### src/rtl/acs_defs.svh
// Register indices, field positions, reset values and cycle counts of the converter control block
`ifndef ACS_DEFS_SVH
`define ACS_DEFS_SVH
// Register indices; the byte address is four times the index
`define ACS_IDX_RES_LO     8'h78
`define ACS_IDX_RES_HI     8'h79
`define ACS_IDX_CTRL_A     8'h7a
`define ACS_IDX_SELECT     8'h7c
// Control register A fields
`define ACS_BIT_ON         7
`define ACS_BIT_START      6
`define ACS_BIT_AUTO       5
`define ACS_BIT_FLAG       4
`define ACS_BIT_IE         3
// Select register fields
`define ACS_SEL_MSB        5
`define ACS_TRIG_LSB       8
`define ACS_TRIG_MSB       10
// Reset values
`define ACS_CTRL_RESET     8'h00
`define ACS_SEL_RESET      6'h00
`define ACS_TRIG_RESET     3'h0
// Converter clock cycles per conversion
`define ACS_FIRST_CYCLES   5'd25
`define ACS_NORMAL_CYCLES  5'd13
// Bus responses
`define ACS_RESP_OKAY      2'h0
`define ACS_RESP_SLVERR    2'h2
`endif

### src/rtl/acs_pkg.sv
// Types shared by the converter control block
package acs_pkg;
   typedef enum logic [0:0] {
      ACS_ST_IDLE = 1'b0,
      ACS_ST_CONV = 1'b1
   } acs_state_t;

   typedef enum logic [2:0] {
      ACS_KIND_NONE     = 3'b000,
      ACS_KIND_SINGLE   = 3'b001,
      ACS_KIND_DIFF     = 3'b010,
      ACS_KIND_BANDGAP  = 3'b011,
      ACS_KIND_GROUND   = 3'b100,
      ACS_KIND_RESERVED = 3'b101
   } acs_kind_t;

   typedef enum logic [1:0] {
      ACS_GAIN_X1   = 2'b00,
      ACS_GAIN_X10  = 2'b01,
      ACS_GAIN_X200 = 2'b10
   } acs_gain_t;
endpackage : acs_pkg

### src/rtl/acs_prescaler.sv
// Converter clock prescaler: one tick per division period
`timescale 1ns/1ps
`default_nettype none
module acs_prescaler
   import acs_pkg::*;
(
   // Clock and reset
   input  wire logic       i_clk,
   input  wire logic       i_reset_n,
   // Control
   input  wire logic       i_enable,
   input  wire logic [2:0] i_div_sel,
   // Tick
   output logic            o_tick
);
   logic [6:0] cnt_r;
   logic [6:0] cnt_nxt;
   logic       tick_r;
   wire  [6:0] last_w;
   wire        wrap_w;

   // Terminal count for each division code
   function automatic logic [6:0] acs_div_last(input logic [2:0] code);
      case (code)
         3'h0, 3'h1: acs_div_last = 7'h01;
         3'h2:       acs_div_last = 7'h03;
         3'h3:       acs_div_last = 7'h07;
         3'h4:       acs_div_last = 7'h0f;
         3'h5:       acs_div_last = 7'h1f;
         3'h6:       acs_div_last = 7'h3f;
         default:    acs_div_last = 7'h7f;
      endcase
   endfunction : acs_div_last

   // Wrap on >= so a smaller divider chosen mid-count cannot stall the counter
   assign last_w  = acs_div_last(i_div_sel);
   assign wrap_w  = (cnt_r >= last_w);
   assign cnt_nxt = (!i_enable || wrap_w) ? 7'h00 : cnt_r + 7'h01;
   assign o_tick  = tick_r;

   // Counter held at zero while the converter is off
   always_ff @(posedge i_clk) begin
      if (!i_reset_n) begin
         cnt_r  <= 7'h00;
         tick_r <= 1'b0;
      end else begin
         cnt_r  <= cnt_nxt;
         tick_r <= i_enable && wrap_w;
      end
   end
endmodule : acs_prescaler
`default_nettype wire

### src/rtl/acs_chan_decode.sv
// Decoder for codes 0x1e to 0x3f of the input and gain selection code
`timescale 1ns/1ps
`default_nettype none
module acs_chan_decode
   import acs_pkg::*;
(
   // Code
   input  wire logic [5:0] i_code,
   // Routing
   output acs_kind_t       o_kind,
   output logic      [3:0] o_pos,
   output logic      [3:0] o_neg,
   output acs_gain_t       o_gain
);
   wire [3:0] upper_ch_w = {1'b1, i_code[2:0]};
   wire [3:0] pair_w     = i_code[2] ? 4'ha : 4'h8;

   // Channels 8-15, bandgap, ground, gain pairs and unity pairs
   always_comb begin
      o_kind = ACS_KIND_NONE;
      o_pos  = 4'h0;
      o_neg  = 4'h0;
      o_gain = ACS_GAIN_X1;
      case (i_code[5:3])
         3'b011: begin
            if (i_code[2:0] == 3'b110) o_kind = ACS_KIND_BANDGAP;
            if (i_code[2:0] == 3'b111) o_kind = ACS_KIND_GROUND;
         end
         3'b100: begin
            o_kind = ACS_KIND_SINGLE;
            o_pos  = upper_ch_w;
         end
         3'b101: begin
            o_kind = ACS_KIND_DIFF;
            o_pos  = pair_w | {3'h0, i_code[0]};
            o_neg  = pair_w;
            o_gain = i_code[1] ? ACS_GAIN_X200 : ACS_GAIN_X10;
         end
         3'b110: begin
            o_kind = ACS_KIND_DIFF;
            o_pos  = upper_ch_w;
            o_neg  = 4'h9;
         end
         3'b111: begin
            o_kind = (i_code[2:1] == 2'b11) ? ACS_KIND_RESERVED : ACS_KIND_DIFF;
            o_pos  = (i_code[2:1] == 2'b11) ? 4'h0 : upper_ch_w;
            o_neg  = (i_code[2:1] == 2'b11) ? 4'h0 : 4'ha;
         end
         default: o_kind = ACS_KIND_NONE;
      endcase
   end
endmodule : acs_chan_decode
`default_nettype wire

### src/rtl/acs_ctrl.sv
// Converter control, status, channel selection and register slave on AXI4-Lite
`timescale 1ns/1ps
`default_nettype none
`include "acs_defs.svh"

module acs_ctrl
   import acs_pkg::*;
(
   // Clock and reset
   input  wire logic        i_clk,
   input  wire logic        i_reset_n,
   // AXI4-Lite write address and data
   input  wire logic [11:0] i_axi_awaddr,
   input  wire logic        i_axi_awvalid,
   output logic             o_axi_awready,
   input  wire logic [31:0] i_axi_wdata,
   input  wire logic [3:0]  i_axi_wstrb,
   input  wire logic        i_axi_wvalid,
   output logic             o_axi_wready,
   // AXI4-Lite write response
   output logic [1:0]       o_axi_bresp,
   output logic             o_axi_bvalid,
   input  wire logic        i_axi_bready,
   // AXI4-Lite read
   input  wire logic [11:0] i_axi_araddr,
   input  wire logic        i_axi_arvalid,
   output logic             o_axi_arready,
   output logic [31:0]      o_axi_rdata,
   output logic [1:0]       o_axi_rresp,
   output logic             o_axi_rvalid,
   input  wire logic        i_axi_rready,
   // Processor side
   input  wire logic        i_global_irq_en,
   input  wire logic        i_irq_ack,
   output logic             o_irq,
   // Trigger source flags, bit n for trigger code n from 1 to 7; bit 0 is unused
   input  wire logic [7:0]  i_trig_src,
   // Converter core
   input  wire logic [9:0]  i_conv_result,
   output logic             o_conv_power,
   output logic             o_conv_clk,
   output logic             o_conv_sample,
   output logic             o_conv_busy,
   output logic             o_conv_first,
   // Analog multiplexer and gain stage
   output acs_kind_t        o_sel_kind,
   output logic [3:0]       o_sel_pos,
   output logic [3:0]       o_sel_neg,
   output acs_gain_t        o_sel_gain
);
   ////////////////////////////////////////////////////////////////////////////
   // Declarations
   acs_state_t  state_r;
   acs_state_t  state_nxt;
   logic        en_r, ate_r, flag_r, ie_r;
   logic [2:0]  ps_r;
   logic [5:0]  sel_r, active_r;
   logic [2:0]  ts_r;
   logic        first_r, first_nxt;
   logic [4:0]  cnt_r, cnt_nxt, len_r;
   logic        busy_r, prev_src_r, done_d_r, irq_r, sample_r;
   logic [9:0]  res_r;
   logic        lock_r;
   logic        aw_got_r, w_got_r, bvalid_r, rvalid_r, awready_r, wready_r, arready_r;
   logic [7:0]  wr_idx_r;
   logic [31:0] wdata_r, rdata_r;
   logic [3:0]  wstrb_r;
   logic [1:0]  bresp_r, rresp_r;
   acs_kind_t   kind_r;
   logic [3:0]  pos_r, neg_r;
   acs_gain_t   gain_r;
   acs_kind_t   dec_kind;
   logic [3:0]  dec_pos, dec_neg;
   acs_gain_t   dec_gain;
   logic        tick;

   // Register index from a byte address
   function automatic logic [7:0] acs_index(input logic [11:0] addr);
      acs_index = addr[9:2];
   endfunction : acs_index

   // True for an index that holds a register
   function automatic logic acs_mapped(input logic [7:0] idx);
      acs_mapped = (idx == `ACS_IDX_RES_LO) || (idx == `ACS_IDX_RES_HI) ||
                   (idx == `ACS_IDX_CTRL_A) || (idx == `ACS_IDX_SELECT);
   endfunction : acs_mapped

   ////////////////////////////////////////////////////////////////////////////
   // Bus handshakes: write happens once address and data are both held
   wire aw_hs     = i_axi_awvalid && awready_r;
   wire w_hs      = i_axi_wvalid && wready_r;
   wire rd_do     = i_axi_arvalid && arready_r;
   wire wr_do     = aw_got_r && w_got_r && !bvalid_r;
   wire aw_nxt    = !wr_do && (aw_got_r || aw_hs);
   wire w_nxt     = !wr_do && (w_got_r || w_hs);
   wire bv_nxt    = wr_do || (bvalid_r && !i_axi_bready);
   wire rv_nxt    = rd_do || (rvalid_r && !i_axi_rready);
   wire [7:0] rd_idx = acs_index(i_axi_araddr);

   // Register write strobes; only lane 0 and lane 1 carry bits
   wire wr_ctrl   = wr_do && (wr_idx_r == `ACS_IDX_CTRL_A) && wstrb_r[0];
   wire wr_sel    = wr_do && (wr_idx_r == `ACS_IDX_SELECT) && wstrb_r[0];
   wire wr_trig   = wr_do && (wr_idx_r == `ACS_IDX_SELECT) && wstrb_r[1];
   wire rd_lo     = rd_do && (rd_idx == `ACS_IDX_RES_LO);
   wire rd_hi     = rd_do && (rd_idx == `ACS_IDX_RES_HI);

   ////////////////////////////////////////////////////////////////////////////
   // Conversion control
   wire en_nxt    = wr_ctrl ? wdata_r[`ACS_BIT_ON] : en_r;
   wire en_rise   = !en_r && en_nxt;
   wire idle      = (state_r == ACS_ST_IDLE);
   wire start_wr  = wr_ctrl && wdata_r[`ACS_BIT_START];
   wire trig_src  = (ts_r != 3'h0) && i_trig_src[ts_r];
   wire trig_edge = ate_r && trig_src && !prev_src_r;
   wire free_run  = ate_r && (ts_r == 3'h0) && done_d_r;
   wire start_req = en_nxt && idle && (start_wr || trig_edge || free_run);
   wire last_tick = tick && (cnt_r == len_r - 5'd1);
   wire done      = !idle && en_nxt && last_tick;
   wire flag_clr  = (wr_ctrl && wdata_r[`ACS_BIT_FLAG]) || i_irq_ack;

   // Power-down wins over everything, so clearing enable aborts a conversion
   always_comb begin
      state_nxt = state_r;
      case (state_r)
         ACS_ST_IDLE: if (start_req) state_nxt = ACS_ST_CONV;
         ACS_ST_CONV: if (done) state_nxt = ACS_ST_IDLE;
         default:     state_nxt = ACS_ST_IDLE;
      endcase
      if (!en_nxt) state_nxt = ACS_ST_IDLE;
   end

   assign cnt_nxt   = start_req ? 5'd0 : (!idle && tick) ? cnt_r + 5'd1 : cnt_r;
   assign first_nxt = start_req ? 1'b0 : (en_rise ? 1'b1 : first_r);

   // Conversion sequencer
   always_ff @(posedge i_clk) begin
      if (!i_reset_n) begin
         state_r <= ACS_ST_IDLE;
         busy_r  <= 1'b0;
         cnt_r   <= 5'd0;
         len_r   <= `ACS_NORMAL_CYCLES;
         first_r <= 1'b0;
      end else begin
         state_r <= state_nxt;
         busy_r  <= (state_nxt == ACS_ST_CONV);
         cnt_r   <= cnt_nxt;
         first_r <= first_nxt;
         if (start_req)
            len_r <= (first_r || en_rise) ? `ACS_FIRST_CYCLES : `ACS_NORMAL_CYCLES;
      end
   end

   // Control register; a set of the flag beats a clear in the same cycle
   always_ff @(posedge i_clk) begin
      if (!i_reset_n) begin
         {en_r, ate_r, ie_r} <= 3'h0;
         ps_r   <= 3'(`ACS_CTRL_RESET);
         flag_r <= 1'b0;
      end else begin
         en_r <= en_nxt;
         if (wr_ctrl) begin
            ate_r <= wdata_r[`ACS_BIT_AUTO];
            ie_r  <= wdata_r[`ACS_BIT_IE];
            ps_r  <= wdata_r[2:0];
         end
         if (done) flag_r <= 1'b1;
         else if (flag_clr) flag_r <= 1'b0;
      end
   end

   // Selection codes; the active code only follows while idle
   always_ff @(posedge i_clk) begin
      if (!i_reset_n) begin
         sel_r      <= `ACS_SEL_RESET;
         ts_r       <= `ACS_TRIG_RESET;
         active_r   <= `ACS_SEL_RESET;
         prev_src_r <= 1'b0;
      end else begin
         if (wr_sel) sel_r <= wdata_r[`ACS_SEL_MSB:0];
         if (wr_trig) ts_r <= wdata_r[`ACS_TRIG_MSB:`ACS_TRIG_LSB];
         if (!busy_r) active_r <= sel_r;
         prev_src_r <= trig_src;
      end
   end

   // Result capture, frozen between low and high byte reads
   always_ff @(posedge i_clk) begin
      if (!i_reset_n) begin
         res_r  <= 10'h000;
         lock_r <= 1'b0;
      end else begin
         if (done && !lock_r) res_r <= i_conv_result;
         if (rd_hi) lock_r <= 1'b0;
         else if (rd_lo) lock_r <= 1'b1;
      end
   end

   // Registered outputs toward core, multiplexer and processor
   always_ff @(posedge i_clk) begin
      if (!i_reset_n) begin
         done_d_r <= 1'b0;
         irq_r    <= 1'b0;
         sample_r <= 1'b0;
         kind_r   <= ACS_KIND_NONE;
         pos_r    <= 4'h0;
         neg_r    <= 4'h0;
         gain_r   <= ACS_GAIN_X1;
      end else begin
         done_d_r <= done;
         irq_r    <= flag_r && ie_r && i_global_irq_en;
         sample_r <= start_req;
         kind_r   <= dec_kind;
         pos_r    <= dec_pos;
         neg_r    <= dec_neg;
         gain_r   <= dec_gain;
      end
   end

   ////////////////////////////////////////////////////////////////////////////
   // Read data; a read of the control register shows busy in the start bit
   wire [7:0]  ctrl_rd = {en_r, busy_r, ate_r, flag_r, ie_r, ps_r};
   wire [31:0] rd_word = (rd_idx == `ACS_IDX_CTRL_A) ? {24'h000000, ctrl_rd} :
                         (rd_idx == `ACS_IDX_SELECT) ? {21'h0, ts_r, 2'h0, sel_r} :
                         (rd_idx == `ACS_IDX_RES_LO) ? {24'h000000, res_r[7:0]} :
                         (rd_idx == `ACS_IDX_RES_HI) ? {30'h0, res_r[9:8]} : 32'h00000000;

   // Write channel
   always_ff @(posedge i_clk) begin
      if (!i_reset_n) begin
         {aw_got_r, w_got_r, bvalid_r} <= 3'h0;
         {awready_r, wready_r} <= 2'h0;
         wr_idx_r <= 8'h00;
         wdata_r  <= 32'h00000000;
         wstrb_r  <= 4'h0;
         bresp_r  <= `ACS_RESP_OKAY;
      end else begin
         aw_got_r  <= aw_nxt;
         w_got_r   <= w_nxt;
         bvalid_r  <= bv_nxt;
         awready_r <= !aw_nxt && !bv_nxt;
         wready_r  <= !w_nxt && !bv_nxt;
         if (aw_hs) wr_idx_r <= acs_index(i_axi_awaddr);
         if (w_hs) wdata_r <= i_axi_wdata;
         if (w_hs) wstrb_r <= i_axi_wstrb;
         if (wr_do) bresp_r <= acs_mapped(wr_idx_r) ? `ACS_RESP_OKAY : `ACS_RESP_SLVERR;
      end
   end

   // Read channel
   always_ff @(posedge i_clk) begin
      if (!i_reset_n) begin
         rvalid_r  <= 1'b0;
         arready_r <= 1'b0;
         rdata_r   <= 32'h00000000;
         rresp_r   <= `ACS_RESP_OKAY;
      end else begin
         rvalid_r  <= rv_nxt;
         arready_r <= !rv_nxt;
         if (rd_do) rdata_r <= rd_word;
         if (rd_do) rresp_r <= acs_mapped(rd_idx) ? `ACS_RESP_OKAY : `ACS_RESP_SLVERR;
      end
   end

   ////////////////////////////////////////////////////////////////////////////
   // Submodules
   acs_prescaler u_prescaler (
      .i_clk     (i_clk),
      .i_reset_n (i_reset_n),
      .i_enable  (en_r),
      .i_div_sel (ps_r),
      .o_tick    (tick)
   );

   acs_chan_decode u_decode (
      .i_code (active_r),
      .o_kind (dec_kind),
      .o_pos  (dec_pos),
      .o_neg  (dec_neg),
      .o_gain (dec_gain)
   );

   // Port drive
   assign o_axi_awready = awready_r;
   assign o_axi_wready  = wready_r;
   assign o_axi_bvalid  = bvalid_r;
   assign o_axi_bresp   = bresp_r;
   assign o_axi_arready = arready_r;
   assign o_axi_rvalid  = rvalid_r;
   assign o_axi_rdata   = rdata_r;
   assign o_axi_rresp   = rresp_r;
   assign o_irq         = irq_r;
   assign o_conv_power  = en_r;
   assign o_conv_clk    = tick;
   assign o_conv_sample = sample_r;
   assign o_conv_busy   = busy_r;
   assign o_conv_first  = first_r;
   assign o_sel_kind    = kind_r;
   assign o_sel_pos     = pos_r;
   assign o_sel_neg     = neg_r;
   assign o_sel_gain    = gain_r;
endmodule : acs_ctrl
`default_nettype wire

### config.mk
export PLATFORM = sky130hd
export DESIGN_NAME = acs_ctrl
export DESIGN_NICKNAME = d
export VERILOG_FILES = /design/src/rtl/acs_pkg.sv /design/src/rtl/acs_prescaler.sv /design/src/rtl/acs_chan_decode.sv /design/src/rtl/acs_ctrl.sv
export VERILOG_INCLUDE_DIRS = /design/src /design/src/rtl
export SDC_FILE = /design/constraint.sdc
export NUM_CORES = 1
export LEC_CHECK = 0
export ABC_CLOCK_PERIOD_IN_PS = 2500
export BUFFER_PORTS_ARGS = -buffer_cell sky130_fd_sc_hd__clkbuf_2
export CAP_MARGIN = 20
export CORE_MARGIN = 10
export CORE_UTILIZATION = 51
export DETAILED_ROUTE_END_ITERATION = 7
export HOLD_SLACK_MARGIN = 0.02
export PLACE_DENSITY = 0.9
export SETUP_SLACK_MARGIN = 0.4
export SLEW_MARGIN = 30
export SYNTH_ARGS = -nofsm -noshare
export SYNTH_HDL_FRONTEND = slang
export SYNTH_SLANG_ARGS = --single-unit
### constraint.sdc
create_clock -name i_clk -period 2.5 [get_ports i_clk]
set_clock_uncertainty 0.1 [all_clocks]
set_input_delay 0.125 -clock i_clk [delete_from_list [all_inputs] [get_ports i_clk]]
set_output_delay 0.125 -clock i_clk [all_outputs]
set_load 0.02 [all_outputs]
After elaboration in Yosys (flattened, before gate mapping)
Cells that the tools add are included.
{ "totals": {"register_bits": 134, "input_bits": 87, "output_inout_bits": 60, "word_cells": 168} }
{ "op_classes": {"add_sub_neg": 3, "order_cmp": 2, "eq_ne": 23, "n_mux": 26, "bitwise_logic": 3, "reduce_logical": 74} }
{ "ops": {"columns": ["cell", "count"], "rows": [
  ["8-bit by 7-bit equality test with 1-bit output (second input constant)", 8],
  ["7-bit case mux with 6 select lines", 1],
  ["1-bit logical AND", 36],
  ["3-bit equality test (second input constant)", 9],
  ["4-bit case mux with 3 select lines", 2],
  ["11-bit 2-to-1 mux", 2],
  ["1-bit logical OR", 15],
  ["2-bit 2-to-1 mux", 6],
  ["3-bit case mux with 4 select lines", 1],
  ["2-bit OR reduction", 6],
  ["1-bit logical NOT", 11],
  ["3-bit by 2-bit equality test with 1-bit output (second input constant)", 3],
  ["4-bit 2-to-1 mux", 2],
  ["8-bit 2-to-1 mux", 1],
  ["7-bit by 1-bit adder with 7-bit output (second input constant)", 1],
  ["7-bit >= comparator", 1],
  ["3-bit logical NOT", 2],
  ["1-bit 2-to-1 mux", 6],
  ["3-bit 2-to-1 mux", 2],
  ["5-bit by 1-bit adder with 5-bit output (second input constant)", 1],
  ["5-bit equality test", 1],
  ["5-bit 2-to-1 mux", 1],
  ["5-bit by 1-bit subtractor with 5-bit output (second input constant)", 1],
  ["3-bit by 4-bit < comparator with 1-bit output (second input constant)", 1],
  ["9 further kinds", 11]
]} }

Depth between registers and ports, before layout
Gate-level depths: netlist (run 1).
{ "logic_depth": {"ltp_word": 10, "ltp_mapped": 8, "ltp_nobuf": 7} }

Modules after synthesis
A second synthesis (run 1) with hierarchy kept.
{ "unflattened": {"hier_cells": 535, "area_unflattened_um2": 4714.5} }
{ "by_module_without_submodules": {"columns": ["module", "instances", "cells_per_inst", "area_per_inst_um2", "seq_area_each_um2"], "rows": [
  ["acs_ctrl", 1, 453, 4081.4, 2001.9],
  ["acs_prescaler", 1, 50, 471.7, 160.2],
  ["acs_chan_decode", 1, 32, 161.4, 0.0]
]} }

Worst setup path before layout (run 1)
Ideal clock, no wire load.
{ "synth_path": {"path_type": "register -> register", "from": "reg ps_r[2]", "to": "reg u_prescaler.cnt_r[2]", "setup_ps": 67, "arrival_ps": 1746, "t_required_ps": 2333, "setup_slack_ps": 587, "stages_incl_launch_ff": 9, "path_buffers": 1, "period_less_slack_ps": 1913, "cell_sequence": "dfxtp_1 > clkbuf_1 > o21ai_0 > ha_1 > or3_1 > o211ai_1 > o311a_1 > nand3_1 > nor2_1"} }
{ "synth_between": {"elab_chain_len": 6, "elab_cells_between_ends": 12, "classes_between": "order compare: 1; eq/ne: 6; mux: 1; reduce/logical: 4"} }
{ "synth_lines": {"columns": ["element", "line_no", "rtl"], "rows": [
  ["start, declared", "acs_ctrl.sv:56", "logic [2:0] ps_r;"],
  ["start signal, assigned", "acs_ctrl.sv:157", "ps_r <= 3'(`ACS_CTRL_RESET);"],
  ["start signal, assigned", "acs_ctrl.sv:164", "ps_r <= wdata_r[2:0];"],
  ["3-bit by 1-bit equality test with 1-bit output or 3-bit logical NOT (tied branches)", "acs_prescaler.sv:24", "case (code)"],
  ["2-bit OR reduction", "acs_prescaler.sv:24", null],
  ["7-bit case mux with 6 select lines (*)", "acs_prescaler.sv:24", null],
  ["7-bit >= comparator (*)", "acs_prescaler.sv:37", "assign wrap_w = (cnt_r >= last_w);"],
  ["1-bit logical OR (*)", "acs_prescaler.sv:38", "assign cnt_nxt = (!i_enable || wrap_w) ? 7'h00 : cnt_r + 7'h01;"],
  ["2-bit OR reduction (no source line) (*)", null, null],
  ["end signal, assigned", "acs_prescaler.sv:47", "cnt_r <= cnt_nxt;"],
  ["end, declared", "acs_prescaler.sv:16", "logic [6:0] cnt_r;"]
]} }
Mark *: on every way between the ends. The rest lies on a longest branch, timed or not.
A chain may end at the register's enable or synchronous reset.

Worst setup path in the final report (run 1)
{ "layout_path": {"from": "reg wr_idx_r[0]", "to": "reg res_r[8]"} }
{ "layout_between": {"elab_chain_len": 7} }
{ "layout_lines": {"columns": ["element", "line_no", "rtl"], "rows": [
  ["start, declared", "acs_ctrl.sv:65", "logic [7:0] wr_idx_r;"],
  ["start signal, assigned", "acs_ctrl.sv:242", "if (aw_hs) wr_idx_r <= acs_index(i_axi_awaddr);"],
  ["8-bit by 7-bit equality test with 1-bit output (no source line)", null, null],
  ["1-bit logical AND (2 in a row)", "acs_ctrl.sv:101", "wire wr_ctrl = wr_do && (wr_idx_r == `ACS_IDX_CTRL_A) && wstrb_r[0];"],
  ["1-bit 2-to-1 mux", "acs_ctrl.sv:109", "wire en_nxt = wr_ctrl ? wdata_r[`ACS_BIT_ON] : en_r;"],
  ["1-bit logical AND (2 in a row)", "acs_ctrl.sv:118", "wire done = !idle && en_nxt && last_tick;"],
  ["1-bit logical AND", "acs_ctrl.sv:192", "if (done && !lock_r) res_r <= i_conv_result;"],
  ["end signal, assigned", "acs_ctrl.sv:192", null],
  ["end, declared", "acs_ctrl.sv:62", "logic [9:0] res_r;"]
]} }
No other way between the ends.

==> summary.txt, run 1 <==
Placed design
  – HPWL after detailed placement: about 8.5 mm
  – Number of placed instances with taps included: slightly below 700
  – Gpl congestion: 0.797
  – Area after DPL: 5040 µm²
  – IO buf count: 90

Status
  – Result of the run: completed

Timing
  – Upper clock frequency limit: 504 MHz
  – Final hold violation count: 0
  – Final min period: 1.99 ns
  – Fin crit share: 0.794
  – RSZ-0062 raised after global routing: false
  – Final count of negative-setup-slack endpoints: 0
  – Final setup TNS: 0 ns
  – Actual transition at the worst max-transition pin: approximately 0.70 ns
  – Worst max-slew margin expressed relative to the limit: 0.529
  – Final number of max-transition violations: 0

Worst setup path
  – Largest fanout on the critical path: 10
  – Crit path required time: 2.69 ns
  – Arrival time reported for the critical path endpoint: 2.18 ns
  – Slowest library cell on the worst path: sky130_fd_sc_hd__dfxtp_1
  – Series of cell instances along the critical path: nand4bb_1 -> nor4_2 -> buf_4 -> mux2i_1 -> nor3_2 -> buf_4 -> mux2i_1
  – Crit start category: flip-flop
  – Reg2reg start: wr_idx_r[0]
  – Type of destination of the critical path: flip-flop
  – CP peak stage delay: 0.36 ns
  – Delay-heaviest family, CP: simple AND/OR/NAND/NOR gates
  – Buf/Inv on CP: 2
  – Worst setup path category: reg -> reg
  – Instance count on the critical path: 7
  – Reg-to-reg setup timing slack: roughly 0.51 ns
  – Capture point of the worst reg-to-reg path: res_r[8]
  – Cell depth of the worst flop-to-flop path: 7

Power and ir drop
  – Cell leakage power: 2.31 nW
  – PnR Total Power: 0.00297 W
  – Cell area power density: 531 nW/µm²
  – Maximum vdd drop: between 0.2 and 0.3 mV

Synth
  – Gate Count Post-Synth: approximately 520
  – Total of flip-flops plus latches after synthesis: approximately 110
  – Primary FF master, synth: sky130_fd_sc_hd__dfxtp_1
  – Synth Cell Area: roughly 4700 µm²
  – Number of warnings issued by yosys: 0
  – Number of synthesized flops with an enable pin: 0
  – Synth unique cells: 59
  – Async set-or-reset flop fraction in the synthesized netlist: 0
  – Sequential fraction of the synthesis area: 0.460
  – Mean instance size in the synthesized netlist: between 8 and 9 µm²

Final layout
  – Antenna Diode Count: 0
  – Final layout net count: 732
  – Seq. cell area: about 2100 µm²
  – Multi-input logic area: 2230 µm²
  – Fillers: 742
  – Leading cell type in the layout, fill and taps excluded: sky130_fd_sc_hd__dfxtp_1
  – Proportion of layout cells with a drive suffix above 1: 0.215
  – Finished Core Util: 0.635
  – Area of all placed cells without fillers: between 5000 and 6000 µm²
  – Leading cell types in the layout, fill and taps excluded: sky130_fd_sc_hd__dfxtp_1, sky130_fd_sc_hd__clkbuf_2, sky130_fd_sc_hd__nand2_1, sky130_fd_sc_hd__nor2_1, sky130_fd_sc_hd__a21oi_1
  – Layout overhead on the synthesized area: 20.2%
  – Non-filler cells in the finished layout: 749

Die
  – Y dimension of the die: ~120 µm
  – Horizontal die dimension: 116 µm
  – # IOs: 147
  – Total number of placement rows: 34
  – Core Footprint: just under 9000 µm²
  – Starting utilization of the core area: 0.528
  – Die outline area: approximately 13000 µm²

Clock tree
  – Worst-Skew Late Latency: 0.37 ns
  – Maximum number of buffers from clock root to sink: 2
  – Number of buffers inserted during clock tree synthesis: 9
  – Clock-pin slew of the registers on the worst-case setup and hold paths: roughly 0.1 ns
  – TritonCTS clock tree: done
  – Clock tree root buffer cell: sky130_fd_sc_hd__clkbuf_8
  – Clock net sink count: about 110
  – CTS H-tree lvls: 3

GRT
  – Gr usage total: 0.171
  – Met3 global-route usage: 0.0475
  – Met2 layer usage reported by global route: 0.328
  – Global routing usage on met1: 0.173
  – First-pass GRT wire length: 18.6 mm
  – Vias in the first global route: around 4000
  – Maximum number of pins on one net before global-route repair: 61
  – Initial antenna violation count: 0
  – Grt total ovfl: 0
  – Global-route layer with the greatest usage: met2

Hold path
  – Hold depth: 3
  – Startpoint of the most critical hold path: i_reset_n
  – Hold Path End: res_r[9]
  – Tightest Hold Check Type: in -> reg

Detailed routing
  – Length of the first detailed-routing pass in iterations: 4
  – Number of nets with antenna violations after detailed routing: 0
  – WL per Instance: 15.4 µm
  – Number of design-rule violations left by the first detailed-router iteration: 214
  – Via density per instance: 5.31
  – Via count: 3978
  – Post-route DRC: 0
  – Total routed wirelength: 11.5 mm

Run
  – Number of max-cap violations: 0
==> per-stage QoR <==
| step | hold slack (ns) | setup WS, ns |
|---|---|---|
| after floorplan | 0.146 | 0.587 |
| after global placement | 0.238 | 0.569 |
| after detailed placement | 0.247 | 0.430 |
| after CTS | 0.0513 | 0.409 |
| after global routing | 0.0671 | 0.413 |
| final | 0.0590 | 0.515 |
==> final cells by class <==
class,instances,area share
clock buffer,12,0.0259
inverter,14,0.00939
clock inverter,4,0.00425
multi-input combinational,371,0.399
sequential,107,0.383
timing repair buffer,133,0.154
tap,108,0.0242
==> cells in the mapped netlist (2+ instances only) <==
| master | instances | area share |
|---|---|---|
| sky130_fd_sc_hd__a21oi_1 | 42 | 0.045 |
| sky130_fd_sc_hd__nor3_2 | 6 | 0.013 |
| sky130_fd_sc_hd__buf_6 | 4 | 0.0097 |
| sky130_fd_sc_hd__nand2_1 | 87 | 0.070 |
| sky130_fd_sc_hd__mux2i_1 | 32 | 0.069 |
| sky130_fd_sc_hd__nor3b_1 | 3 | 0.0048 |
| sky130_fd_sc_hd__nand3b_1 | 3 | 0.0048 |
| sky130_fd_sc_hd__o21a_1 | 2 | 0.0032 |
| sky130_fd_sc_hd__inv_1 | 13 | 0.010 |
| sky130_fd_sc_hd__mux2_4 | 2 | 0.0065 |
| sky130_fd_sc_hd__ha_1 | 9 | 0.024 |
| sky130_fd_sc_hd__and2_1 | 4 | 0.0054 |
| sky130_fd_sc_hd__o21ai_0 | 15 | 0.016 |
| sky130_fd_sc_hd__or3_1 | 2 | 0.0027 |
| sky130_fd_sc_hd__nor2_1 | 47 | 0.038 |
| sky130_fd_sc_hd__o211ai_1 | 3 | 0.0048 |
| sky130_fd_sc_hd__a31oi_1 | 4 | 0.0054 |
| sky130_fd_sc_hd__and3_1 | 5 | 0.0067 |
| sky130_fd_sc_hd__buf_4 | 24 | 0.039 |
| sky130_fd_sc_hd__a21o_1 | 2 | 0.0032 |
| sky130_fd_sc_hd__nor3_1 | 11 | 0.012 |
| sky130_fd_sc_hd__nor2b_1 | 2 | 0.0027 |
| sky130_fd_sc_hd__clkbuf_1 | 22 | 0.018 |
| sky130_fd_sc_hd__xor2_1 | 7 | 0.013 |
| sky130_fd_sc_hd__and4_1 | 2 | 0.0038 |
| sky130_fd_sc_hd__nand3_1 | 11 | 0.012 |
| sky130_fd_sc_hd__a221oi_1 | 6 | 0.011 |
| sky130_fd_sc_hd__xnor2_1 | 4 | 0.0075 |
| sky130_fd_sc_hd__nand2b_1 | 6 | 0.0081 |
| sky130_fd_sc_hd__nand4_1 | 5 | 0.0067 |
| sky130_fd_sc_hd__dfxtp_1 | 107 | 0.46 |
| sky130_fd_sc_hd__buf_2 | 2 | 0.0022 |
==> worst min-delay path, cell delays in order <==
cell                       delay (ns)
sky130_fd_sc_hd__clkbuf_2        0.20
sky130_fd_sc_hd__nand2_1         0.11
sky130_fd_sc_hd__mux2i_1         0.05
==> per-layer routing <==
| metal | vias up | routed length (µm) |
|---|---|---|
| met5 | - | 0 |
| met4 | 0 | 233 |
| met3 | 22 | 782 |
| met2 | 128 | 6150 |
| met1 | 1870 | 4370 |
| li1 | 1958 | - |
==> cells by family (layout without fill, tap and decap cells) <==
| group | after synthesis | after routing | share of synthesized area |
|---|---|---|---|
| AOI/OAI and AO/OA | 85 | 85 | 0.115 |
| xor gates and xnor gates | 11 | 11 | 0.0207 |
| adders and majority gates | 9 | 9 | 0.0242 |
| buffers and inverters | 66 | 163 | 0.0796 |
| DFF | 107 | 107 | 0.460 |
| muxes | 35 | 35 | 0.0801 |
| other | 1 | 24 | 0.000806 |
| and+or+nand+nor | 207 | 207 | 0.220 |
==> how the worst max path moves through the flow <==
| stage | startpoint | to | slack [ns] |
|---|---|---|---|
| after detailed placement | ps_r[2] | u_prescaler.cnt_r[1] | 0.43 |
| after CTS | ps_r[2] | u_prescaler.cnt_r[1] | 0.41 |
| after global placement | ps_r[2] | u_prescaler.cnt_r[4] | 0.57 |
| after global routing | ps_r[2] | u_prescaler.cnt_r[1] | 0.41 |
| final | wr_idx_r[0] | res_r[8] | 0.51 |
| after floorplan | ps_r[2] | u_prescaler.cnt_r[2] | 0.59 |
==> where the power goes <==
| part | switching [W] | total (W) | internal [W] |
|---|---|---|---|
| registers | 0.0000246 | 0.00176 | 0.00174 |
| logic | 0.000159 | 0.000268 | 0.000109 |
| clock network | 0.000555 | 0.000945 | 0.000390 |
==> sequential cells by signal (all words and copies together), names as in the netlist, 4 cells and up <==
register           cells
o_axi_rdata           11
wdata_r               11
res_r                 10
wr_idx_r               8
u_prescaler.cnt_r      7
active_r               6
sel_r                  6
cnt_r                  5
o_sel_pos              4
==> what timing repair did <==
item	4_1_cts	5_1_grt
resized for setup	0	4
buffers inserted	0	3
endpoints found under the setup margin	0	8
hold buffers	35	0
endpoints found under the hold margin	36	0
Power figures use the tool's default switching activity.
==> inputs of run 2 (changes only) <==
--- a/config.mk
+++ b/config.mk
@@ -6,7 +6,7 @@
 export SDC_FILE = /design/constraint.sdc
 export NUM_CORES = 1
 export LEC_CHECK = 0
-export ABC_CLOCK_PERIOD_IN_PS = 2500
+export ABC_CLOCK_PERIOD_IN_PS = 1950
 export BUFFER_PORTS_ARGS = -buffer_cell sky130_fd_sc_hd__clkbuf_2
 export CAP_MARGIN = 20
 export CORE_MARGIN = 10
==> constraint.sdc (replaced) <==
create_clock -name i_clk -period 1.95 [get_ports i_clk]
set_clock_uncertainty 0.1 [all_clocks]
set_input_delay 0.0975 -clock i_clk [delete_from_list [all_inputs] [get_ports i_clk]]
set_output_delay 0.0975 -clock i_clk [all_outputs]
set_load 0.02 [all_outputs]
==> summary.txt, run 2 (synthesized netlist as in run 1, its figures left out) <==
Detailed routing
  – Length of the first detailed-routing pass in iterations: 6
  – WL met1: 4.99 mm
  – WL per Instance: 17.7 µm
  – Total routed wirelength: 13.6 mm
  – Number of nets with antenna violations after detailed routing: 0
  – Number of design-rule violations left by the first detailed-router iteration: about 360
  – Wire length on met2: 7.01 mm
  – Via count: 4268
  – Post-route DRC: 0
  – Routed length on met3: approximately 1.1 mm
  – Highest metal layer used by the detailed router: met4
  – Via density per instance: about 5.6

Worst setup path
  – Arrival time reported for the critical path endpoint: ~2.1 ns
  – Series of cell instances along the critical path: buf_6 -> nor2_2 -> ha_1 -> a21o_1 -> a21oi_2 -> o311a_4 -> nand3_4 -> nor2_1
  – Buf/Inv on CP: 1
  – Crit path required time: 2.16 ns
  – Worst setup path category: reg -> reg
  – CP peak stage delay: about 0.40 ns
  – Delay-heaviest family, CP: compound AO/OA/AOI/OAI gates
  – Slowest library cell on the worst path: sky130_fd_sc_hd__dfxtp_4
  – Type of destination of the critical path: flip-flop
  – Crit start category: flip-flop
  – Largest fanout on the critical path: 7

Placed design
  – HPWL after detailed placement: approximately 8.6 mm
  – IO buf count: 90
  – Gpl congestion: 0.822

Final layout
  – Fillers: 596
  – Finished Core Util: 0.684
  – Leading cell type in the layout, fill and taps excluded: sky130_fd_sc_hd__dfxtp_1
  – Antenna Diode Count: 0
  – Seq. cell area: 2180 µm²
  – Multi-input logic area: 2450 µm²
  – Final layout net count: roughly 750
  – Leading cell types in the layout, fill and taps excluded: sky130_fd_sc_hd__dfxtp_1, sky130_fd_sc_hd__clkbuf_2, sky130_fd_sc_hd__nand2_1, sky130_fd_sc_hd__a21oi_1, sky130_fd_sc_hd__nor2_1
  – Proportion of layout cells with a drive suffix above 1: 0.299
  – Layout overhead on the synthesized area: 29.4%

Power and ir drop
  – Cell area power density: 653 nW/µm²
  – Logic gate share of total power: 0.096
  – Part of the total power dissipated in the clock network: 0.331
  – Maximum vdd drop: 0.501 mV
  – Switching power of the nets: 0.00107 W
  – PnR Total Power: 0.00393 W
  – Cell leakage power: between 2 and 2.5 nW
  – Sequential power share: 0.573
  – Total internal power: 0.00286 W
  – Switching Fraction: 0.273

Timing
  – Final min period: 1.88 ns
  – Final number of max-transition violations: 0
  – Worst max-slew margin expressed relative to the limit: 0.598
  – Fin crit share: 0.962
  – Actual transition at the worst max-transition pin: 0.603 ns
  – Final count of negative-setup-slack endpoints: 0
  – RSZ-0062 raised after global routing: true
  – Upper clock frequency limit: ~530 MHz
  – Final hold violation count: 0

Die
  – Die outline area: 13300 µm²
  – Horizontal die dimension: 116 µm
  – Core Footprint: roughly 9000 µm²
  – Y dimension of the die: 116 µm
  – # IOs: roughly 150
  – Starting utilization of the core area: 0.528
  – Total number of placement rows: 34

Status
  – Result of the run: completed

Clock tree
  – Clock tree root buffer cell: sky130_fd_sc_hd__clkbuf_8
  – Number of buffers inserted during clock tree synthesis: 9
  – CTS H-tree lvls: 3
  – Maximum number of buffers from clock root to sink: 2
  – TritonCTS clock tree: done
  – Worst-Skew Late Latency: 0.38 ns
  – Clock net sink count: 107
  – Clock-pin slew of the registers on the worst-case setup and hold paths: 0.11 ns

GRT
  – Grt total ovfl: 0
  – First-pass GRT wire length: 21.0 mm
  – Maximum number of pins on one net before global-route repair: 61
  – Initial antenna violation count: 0
  – Gr usage total: 0.196
  – Vias in the first global route: 4344

Run
  – Number of max-cap violations: 0

Hold path
  – Tightest Hold Check Type: in -> reg
-- run 2: cell types whose count changed in the layout (fill, tap and decap cells not counted), moves of 4 or more --
| cell | delta |
|---|---|
| sky130_fd_sc_hd__clkinv_4 | +4 |
| sky130_fd_sc_hd__dfxtp_1 | -12 |
| sky130_fd_sc_hd__dfxtp_4 | +6 |
| sky130_fd_sc_hd__nor2_1 | -8 |
| sky130_fd_sc_hd__buf_6 | +8 |
| sky130_fd_sc_hd__buf_4 | +8 |
| sky130_fd_sc_hd__dfxtp_2 | +6 |
| sky130_fd_sc_hd__nor2_2 | +6 |
-- run 2: through the flow --
stage / setup WS [ns] / hold WS [ns] / std cells / setup TNS [ns] / area (µm²)
after CTS: 0.115 / 0.0436 / 764 / 0 / 5880
after detailed placement: 0.0149 / 0.230 / 702 / 0 / 5180
final: 0.0749 / 0.0402 / 766 / 0 / 6020
after global routing: -0.0000957 / 0.0641 / 766 / -0.0000957 / 6020
after global placement: 0.0706 / 0.222 / 702 / 0 / 5180
after floorplan: 0.152 / 0.118 / 544 / 0 / 4830
-- run 2: per-layer routing --
metal | up-vias | track usage
met4 | 0 | 0.105
met5 | - | 0
met3 | 44 | 0.0527
met2 | 210 | 0.354
li1 | 2000 | -
met1 | 2014 | 0.204
-- run 2: worst paths after layout --
check | startpoint | to | slack (ns) | depth (start not counted)
setup / recovery | ps_r[1] | u_prescaler.cnt_r[1] | 0.07 | 8
hold / removal | i_axi_arvalid | o_axi_rdata[0] | 0.04 | 4
setup reg to reg | ps_r[1] | u_prescaler.cnt_r[1] | 0.07 | 8
hold reg to reg | res_r[4] | o_axi_rdata[4] | 0.37 | 2
-- run 2: final cells by class --
class	instances	share of cell area
timing repair buffer	150	0.170
sequential	107	0.361
clock inverter	7	0.0104
clock buffer	9	0.0206
inverter	14	0.00872
multi-input combinational	371	0.407
tap	108	0.0224
-- run 2: timing repair --
action | 4_1_cts | 5_1_grt
endpoints found under the setup margin | 39 | 60
endpoints found under the hold margin | 39 | 0
hold buffers | 36 | 0
gates resized for setup | 26 | 31
setup buffers | 9 | 2
pin swaps | 18 | 14
cloned | 1 | 0
-- run 2: worst register-to-register path: cells and delay by family, from the launching register on --
family                   cells  cell delay (ns)
buffers and inverters        1             0.13
AND/OR/NAND/NOR              3             0.38
AO/OA/AOI/OAI                3             0.56
flip-flops                   1             0.40
adder cells (fa/ha/maj)      1             0.24
-- run 2: power groups by stage --
stage,combinational (W),clock [W],sequential [W]
final,0.000376,0.00130,0.00225
after global routing,0.000405,0.00140,0.00226
after CTS,0.000358,0.00130,0.00225
after detailed placement,0.000297,0,0.00231
after global placement,0.000290,0,0.00230
after floorplan,0.000203,0,0.00232
